==> src/shared/lpa_pkg.sv <==
package lpa_pkg;
   // ==========================================
   // Command and indication codes, widths, FIFO depth and S enable reset value.
   localparam logic [3:0] CMD_DEACT_CONFIRM  = 4'hf;
   localparam logic [3:0] CMD_U_ONLY_REQ     = 4'h7;
   localparam logic [3:0] CMD_ACT_REQ        = 4'h8;
   localparam logic [3:0] IND_IDLE           = 4'hf;
   localparam logic [3:0] IND_U_ONLY_ACT     = 4'h7;
   localparam logic [3:0] IND_ACT_REQ        = 4'h8;
   localparam logic [3:0] IND_ACT            = 4'hc;
   localparam int         CODE_W             = 4;
   localparam int         DATA_W             = 8;
   localparam int         FIFO_DEPTH         = 32;
   localparam logic       S_ENABLE_RESET     = 1'b0;

   typedef enum logic [2:0] {
      LPA_IDLE,
      LPA_U_ACTIVE,
      LPA_TE_PENDING,
      LPA_S_ACTIVATING,
      LPA_FULL_ACTIVE
   } lpa_state_t;
endpackage

==> src/logic/lpa_fifo.sv <==
`timescale 1ns/1ps
module lpa_fifo #(
   parameter int WIDTH = 8,
   parameter int DEPTH = 32
) (
   input  wire logic             mclk,
   input  wire logic             srst,
   input  wire logic [WIDTH-1:0] in_data,
   input  wire logic             in_valid,
   output logic                  in_ready,
   output logic      [WIDTH-1:0] out_data,
   output logic                  out_valid,
   input  wire logic             out_ready
);
   localparam int AW = $clog2(DEPTH);
   logic [WIDTH-1:0] mem [DEPTH];
   logic [AW-1:0]    wr_ptr;
   logic [AW-1:0]    rd_ptr;
   logic [AW:0]      count;
   wire              do_wr = in_valid && in_ready;
   wire              do_rd = out_valid && out_ready;

   assign in_ready  = (count != (AW+1)'(DEPTH));
   assign out_valid = (count != '0);
   assign out_data  = mem[rd_ptr];

   always_ff @(posedge mclk) begin
      if (do_wr) begin
         mem[wr_ptr] <= in_data;
      end
   end

   always_ff @(posedge mclk) begin
      if (srst) begin
         wr_ptr <= '0;
         rd_ptr <= '0;
         count  <= '0;
      end else begin
         if (do_wr) wr_ptr <= (wr_ptr == AW'(DEPTH-1)) ? '0 : wr_ptr + 1'b1;
         if (do_rd) rd_ptr <= (rd_ptr == AW'(DEPTH-1)) ? '0 : rd_ptr + 1'b1;
         count <= count + (AW+1)'(do_wr) - (AW+1)'(do_rd);
      end
   end
endmodule

==> src/logic/lpa_control.sv <==
`timescale 1ns/1ps
// Notes on behaviour
// - Last command U-only request: terminal activation waits for exchange activation request.
// - Deactivation confirm applied: terminal activations complete without exchange confirmation.
// - During partial activation user data passes transparently downstream.
// - Exchange gave up control: terminal activation completes unconfirmed.
// - With U active, activation request sets the S-activation enable bit.
module lpa_control
   import lpa_pkg::*;
#(
   parameter int DATA_W_P = lpa_pkg::DATA_W,
   parameter int DEPTH_P  = lpa_pkg::FIFO_DEPTH
) (
   input  wire logic                        mclk,
   input  wire logic                        srst,
   input  wire logic [lpa_pkg::CODE_W-1:0]  downstream_cmd,
   input  wire logic                        u_line_ready,
   input  wire logic                        terminal_activity_bit,
   input  wire logic                        terminal_active,
   output logic      [lpa_pkg::CODE_W-1:0]  upstream_ind,
   output logic                             s_activation_enable_bit,
   output logic                             downstream_transparent_signal,
   input  wire logic [DATA_W_P-1:0]         user_data,
   input  wire logic                        user_valid,
   output logic                             user_ready,
   output logic      [DATA_W_P-1:0]         line_data,
   output logic                             line_valid,
   input  wire logic                        line_ready
);
   import lpa_pkg::*;

   // ==========================================
   // Command decoding.
   lpa_state_t state;
   lpa_state_t next_state;
   logic       exch_released;
   wire        cmd_dc  = (downstream_cmd == CMD_DEACT_CONFIRM);
   wire        cmd_uar = (downstream_cmd == CMD_U_ONLY_REQ);
   wire        cmd_ar  = (downstream_cmd == CMD_ACT_REQ);
   wire        u_up    = (state != LPA_IDLE);
   wire        te_go   = exch_released || cmd_dc || cmd_ar;

   // ==========================================
   // Activation state machine.
   always_comb begin
      next_state = state;
      case (state)
         LPA_IDLE:         if (cmd_uar && u_line_ready) next_state = LPA_U_ACTIVE;
         LPA_U_ACTIVE: begin
            if (cmd_ar) next_state = LPA_S_ACTIVATING;
            else if (terminal_activity_bit) next_state = te_go ? LPA_S_ACTIVATING : LPA_TE_PENDING;
         end
         LPA_TE_PENDING:   if (te_go) next_state = LPA_S_ACTIVATING;
         LPA_S_ACTIVATING: if (terminal_active) next_state = LPA_FULL_ACTIVE;
         LPA_FULL_ACTIVE:  next_state = LPA_FULL_ACTIVE;
         default:          next_state = LPA_IDLE;
      endcase
   end

   always_ff @(posedge mclk) begin
      if (srst) begin
         state <= LPA_IDLE;
      end else begin
         state <= next_state;
      end
   end

   // The latest of U_ONLY_ACTIVATION_REQUEST or DC (a DC counts only once U is up) decides who owns terminal activation.
   always_ff @(posedge mclk) begin
      if (srst) begin
         exch_released <= 1'b0;
      end else if (u_up && cmd_dc) begin
         exch_released <= 1'b1;
      end else if (cmd_uar) begin
         exch_released <= 1'b0;
      end
   end

   // ==========================================
   // Upstream indications and S enable.
   always_ff @(posedge mclk) begin
      if (srst) begin
         upstream_ind            <= IND_IDLE;
         s_activation_enable_bit <= S_ENABLE_RESET;
      end else begin
         s_activation_enable_bit <= (next_state == LPA_S_ACTIVATING) || (next_state == LPA_FULL_ACTIVE);
         case (next_state)
            LPA_U_ACTIVE:     upstream_ind <= IND_U_ONLY_ACT;
            LPA_TE_PENDING:   upstream_ind <= IND_ACT_REQ;
            LPA_S_ACTIVATING: upstream_ind <= IND_U_ONLY_ACT;
            LPA_FULL_ACTIVE:  upstream_ind <= IND_ACT;
            default:          upstream_ind <= IND_IDLE;
         endcase
      end
   end

   // ==========================================
   // Transparent user data path.
   logic fifo_in_ready;
   assign downstream_transparent_signal = u_up;
   assign user_ready = fifo_in_ready && u_up;

   lpa_fifo #(.WIDTH(DATA_W_P), .DEPTH(DEPTH_P)) u_fifo (
      .mclk      (mclk),
      .srst      (srst),
      .in_data   (user_data),
      .in_valid  (user_valid && u_up),
      .in_ready  (fifo_in_ready),
      .out_data  (line_data),
      .out_valid (line_valid),
      .out_ready (line_ready)
   );
endmodule

==> config.mk <==
export PLATFORM = sky130hd
export DESIGN_NAME = lpa_control
export DESIGN_NICKNAME = d
export VERILOG_FILES = /design/src/shared/lpa_pkg.sv /design/src/logic/lpa_fifo.sv /design/src/logic/lpa_control.sv
export SDC_FILE = /design/constraint.sdc
export NUM_CORES = 1
export LEC_CHECK = 0
export ABC_AREA = 1
export BUFFER_PORTS_ARGS = -buffer_cell sky130_fd_sc_hd__buf_4
export CAP_MARGIN = 20
export CORE_MARGIN = 10
export CORE_UTILIZATION = 60
export CTS_CLUSTER_DIAMETER = 120
export DETAILED_ROUTE_END_ITERATION = 8
export GPL_TIMING_DRIVEN = 0
export PLACE_DENSITY = 0.77
export SYNTH_ARGS = -nofsm -noshare
export SYNTH_HDL_FRONTEND = slang
export SYNTH_HIERARCHICAL = 1
export SYNTH_SLANG_ARGS = --single-unit
==> constraint.sdc <==
create_clock -name mclk -period 5.55 [get_ports mclk]
set_clock_uncertainty 0.05 [all_clocks]
set_input_delay 1.11 -clock mclk [delete_from_list [all_inputs] [get_ports mclk]]
set_output_delay 1.11 -clock mclk [all_outputs]
set_load 0.01 [all_outputs]
# ---- Yosys cells after proc, flatten, opt, wreduce, memory -nomap -nowiden
# Memory sizes are Yosys's and may differ from the RTL's. A register that Yosys moved wholly into a read port is not among the register bits.
# Index checks and enable logic that the tools add are counted.
dict set report word_totals {
  reg_bits 25
  latch_bits 0
  mem_bits_rw 256
  romBits 0
  output_inout_bits 16
  n_memories 1
}
# memory words word_bits rd rd_ports_with_merged_regs write_ports line_no
set mem_list {}
lappend mem_list {u_fifo.mem 32 8 1 1 1 lpa_fifo.sv:16} ;# logic [WIDTH-1:0] mem [DEPTH];
dict set report op_classes {
  n_addsub 4
  mul 0
  n_div 0
  magnitude_cmp 0
  n_eq_ne 14
  n_shift 0
  muxes 16
  bitwise 0
  n_reduce_logical 14
}
# operator count
set op_table {}
lappend op_table {{two-way mux 5 bit} 4}
lappend op_table {{two-way mux 3 bit} 5}
lappend op_table {{one-hot mux 3 bit (5 select lines)} 1}
lappend op_table {{== test 3 x 2 -> 1 bit (second input constant)} 4}
lappend op_table {{one-hot mux 4 bit (3 select lines)} 1}
lappend op_table {{adder 5 x 1 -> 5 bit (second input constant)} 2}
lappend op_table {{== test 5 bit (second input constant)} 2}
lappend op_table {{== test 4 bit (second input constant)} 2}
lappend op_table {{adder 6 x 1 -> 6 bit} 1}
lappend op_table {{== test 3 x 1 -> 1 bit (second input constant)} 2}
lappend op_table {{== test 3 bit (second input constant)} 2}
lappend op_table {{logical AND 1 bit} 6}
lappend op_table {{!= test 6 bit (second input constant)} 1}
lappend op_table {{nonzero test 6 bit} 1}
lappend op_table {{subtractor 6 x 1 -> 6 bit} 1}
lappend op_table {{two-way mux 1 bit} 5}
lappend op_table {{== test 4 x 3 -> 1 bit (second input constant)} 1}
lappend op_table {{zero test 3 bit} 1}
lappend op_table {{logical OR 1 bit} 3}
lappend op_table {{nonzero test 3 bit} 1}
lappend op_table {{nonzero test 2 bit} 1}
lappend op_table {{OR reduction 2 bit} 1}

# ---- Depth between registers and ports, before layout
dict set report logic_depth {
  word_depth 10
  depth_mapped 15
  ltp_nobuf 15
}

# ---- Cells and area by module
# Netlist, hierarchy kept.
# module n_inst cells_per_inst area_each_um2 seq_area_each_um2
set modules_own_cells {}
lappend modules_own_cells {lpa_fifo 1 1039 11634.9 8107.8}
lappend modules_own_cells {lpa_control 1 65 414.1 160.2}

# ---- Worst setup path after synthesis
# Ideal clock, no wire load.
dict set report synth_path {
  path_type {input to register}
  from {in user_valid}
  to {reg u_fifo.count[4]}
  setup_time_ns 0.121
  arrival_ns 2.744
  t_required_ns 5.379
  setup_slack_ns 2.636
  stages 13
  n_path_buf 0
  cell_sequence {inv_1 nor2_1 nand2_2 ha_1 inv_1 ha_1 fa_1 nand2_1 inv_1 o21ai_0 nand2_1 o21ai_0 a21oi_1}
}
dict set report synth_between {
  elab_chain_cells 4
}
# item line_no
set synth_rtl {}
lappend synth_rtl {{from (decl)} lpa_control.sv:24} ;# input wire logic user_valid,
lappend synth_rtl {{logical AND 1 bit} lpa_control.sv:107} ;# .in_valid (user_valid && u_up),
lappend synth_rtl {{logical AND 1 bit} lpa_fifo.sv:20} ;# wire do_wr = in_valid && in_ready;
lappend synth_rtl {{adder 6 x 1 -> 6 bit} lpa_fifo.sv:41} ;# count <= count + (AW+1)'(do_wr) - (AW+1)'(do_rd);
lappend synth_rtl {{subtractor 6 x 1 -> 6 bit} lpa_fifo.sv:41}
lappend synth_rtl {{to (signal assigned)} lpa_fifo.sv:41}
lappend synth_rtl {{to (decl)} lpa_fifo.sv:19} ;# logic [AW:0] count;
# No other way between the ends.
# A chain may end at the register's enable or synchronous reset.

==> results.yml <==
hold_path:
  worst_hold_path_type: "register to register"
  hold_path.startpoint: "exch_released$_SDFFE_PP0P_"
  min_to: "exch_released$_SDFFE_PP0P_"
  min_path_cells: 2
sta:
  post-route-period-util_pct: 67.59
  setup_ws_ns: 1.799
  worst_pin_slew_ns: 0.9869
  fin_setup_tns_ns: 0
  timing.fmax_mhz: 266.6
  rsz0062_at_grt: "no"
  setup_viol: 0
  maxSlewHeadroom_pct: 33.96
  slew_violations: 0
  fin_crit_ns: 3.751
  hold_viol: 0
power:
  leakage_uw: 0.005227
  p_per_area_nw_per_um2: 411.2
  vdd_ir_drop_max_mv: 0.2990
  total_power_uw: 5602
setup_path:
  cp_data_arrival_time_ns: 2.59
  rrSetupSlack_ns: 2.73
  required_ns: 4.39
  crit_fanout: 10
  r2r_start: "u_fifo/count[3]$_SDFF_PP0_"
  rr_worst_depth: 15
  worstReg2RegEnd: "u_fifo/count[4]$_SDFF_PP0_"
  cp-start-kind: "register"
  critPathKind: "register to output pin"
  cp-end-kind: "output pin"
floorplan:
  core_um2: 19590
  start_util_pct: 61.51
  die_w_um: 161.7
  die-area_um2: 26150
  die_h_um: 161.7
  num_io_pins: 35
  rows: 51
yosys:
  synthSimpleGateAreaFrac_pct: 23.82
  muxShareOfSynthArea_pct: 0
  synth_xor_area_share_pct: 0
  synth_seq_cells: 285
  synth_compound_area_share_pct: 0.9969
  synth_top_area_share_pct: 63.80
  synthCells: 1104
  synth_area_per_cell_um2: 10.91
  yosysSeqAreaShare_pct: 68.62
  synth_nets: 1140
  synth_cell_types: 28
  synth_top_area_cell: "edfxtp_1"
  synth_area_leaders: "edfxtp_1 (64%), nand2_1 (13%), nand3_1 (8.6%)"
  syn_area_um2: 12050
  synth_adder_area_share_pct: 1.828
  synth_top_family_by_area: "simple AND/OR/NAND/NOR gates"
  yosysWarnings: 6
clock_tree:
  cts_num_sinks: 285
  cts_resized: 0
  clk_latency_ns: 0.54
  cts-root-buf: "clkbuf_16"
  cts_buffers: 28
  path_clk_slew_ns: 0.06
  htreeDepth: 1
  cts_tree: "built"
  holdBufCountCts: 0
  cts_max_path_buffers: 3
  post_cts_buffers: 0
cells_and_area:
  final_nets: 1204
  fillers: 1397
  fin_cells: 1455
  design_area_um2: 13620
  n_antenna_cell: 0
  drive_gt1_share_pct: 11.60
  syn2layout_area_growth_pct: 13.07
route:
  vias: 8453
  ant_nets: 0
  drt_wl_total_mm: 29.63
  avgViaCountPerCell: 5.810
  drt-initial-drc-count: 1122
  dr.pass1.iters: 6
  route.detailed.drc: 0
  wl_per_cell_um: 20.37
placed_design:
  placed_area_um2: 12640
  place.detailed.hpwl_mm: 19.35
  place.gp.congestion: 0.9307
  io_buffers: 34
  placed_cells: 1403
  pre_cts_ws_ns: 2.293
global_route:
  grt_usage_pct: 22.23
  grt_max_degree: 33
  antenna_found_initial: 0
  grt_pass1_vias: 7859
  grt_overflow_total: 0
  grt_pass1_wl_mm: 45.05
flow_run:
  drv_cap: 0
status:
  outcome: "finished clean"
final cells by class:
class                      count  area, µm²  share of cell area [%]
buffer                        53      405.4                   2.975
clock buffer                  30      729.5                   5.354
clock inverter                22      259.0                   1.901
inverter                      44      165.2                   1.212
multi-input combinational    722       3211                   23.57
sequential                   285       8268                   60.69
tap                          265      331.6                   2.434
timing repair buffer          34      255.2                   1.873
layer usage:
metal  routed length [µm]  share of wire, %  up-vias  global-route usage (%)
met5                    0                 0        -                       0
met3                 3425                12       67                   4.601
met4                  835               2.8        0                   6.328
met2                13660                46      488                   35.49
met1                11720                40     3987                   30.36
li1                     -                 -     3911                       -
critical path, cell delays in order, from the launching register on:
cell and delay, ns:
dfxtp_1 0.33, inv_2 0.22, buf_1 0.57, nand3_1 0.15, nand3_1 0.15, nand2_1 0.08
nand2_1 0.06, nand2_1 0.08, nand2_1 0.09, nand2_1 0.12, buf_4 0.17
cell families (layout without fill, tap and decap cells):
| family | Yosys count | after routing |
|---|---|---|
| DFF | 285 | 285 |
| and+or+nand+nor | 683 | 683 |
| AOI/OAI and AO/OA | 22 | 22 |
| adders and majority gates | 17 | 17 |
| buffers and inverters | 97 | 183 |
flip-flops by register name, summed over array words and instances (netlist names), named ones only:
register / flops
upstream_ind: 3
u_fifo/count: 6
s_activation_enable_bit: 1
u_fifo/rd_ptr: 5
exch_released: 1
state: 3
u_fifo/wr_ptr: 5
u_fifo/mem: 256
layout by cell type, fill, tap and decap left out, drive strengths merged, types with 5 or more instances in the layout:
cell	Yosys	final
a21oi	11	11
buf	47	81
bufinv	0	5
clkbuf	6	36
clkinv	0	11
clkinvlp	0	6
dfxtp	29	29
edfxtp	256	256
ha	16	16
inv	44	44
nand2	404	404
nand3	209	209
nor2	59	59
o21ai	8	8
where the power goes:
part / leakage (µW) / switching (µW) / internal, µW
combinational: 0.00222 / 816 / 410
sequential: 0.00254 / 22.7 / 2370
clock: 0.000471 / 796 / 1190
total: 0.00523 / 1630 / 3970
worst max-delay path by stage:
stage | to | slack, ns | cells past startpoint
finish | line_data[2] | 1.80 | 10
global placement | u_fifo/count[4]$_SDFF_PP0_ | 2.32 | 13
CTS | line_data[7] | 1.87 | 10
floorplan | u_fifo/count[4]$_SDFF_PP0_ | 2.64 | 13
global route | line_data[7] | 1.74 | 10
detailed placement | u_fifo/count[4]$_SDFF_PP0_ | 2.29 | 13
metrics by stage:
stage	hold slack (ns)	util, %
after global placement	0.4001	64.50
final	0.4226	69.55
after detailed placement	0.4153	64.50
after CTS	0.4239	69.55
after floorplan	0.3844	-
after global routing	0.4593	69.55
synth_stat cells:
master / n
a211oi_1: 1
a21o_1: 1
a21oi_1: 10
a21oi_2: 1
a31oi_1: 1
buf_1: 5
buf_2: 15
buf_4: 4
buf_6: 23
clkbuf_1: 6
dfxtp_1: 29
edfxtp_1: 256
fa_1: 1
ha_1: 16
inv_1: 39
inv_2: 5
nand2_1: 402
nand2_2: 2
nand3_1: 208
nand3_2: 1
nand4_1: 4
nor2_1: 57
nor2_2: 2
nor3_1: 3
nor3_2: 1
nor3b_1: 2
o21ai_0: 8
or2_2: 1
(Power assumes the default switching activity.)
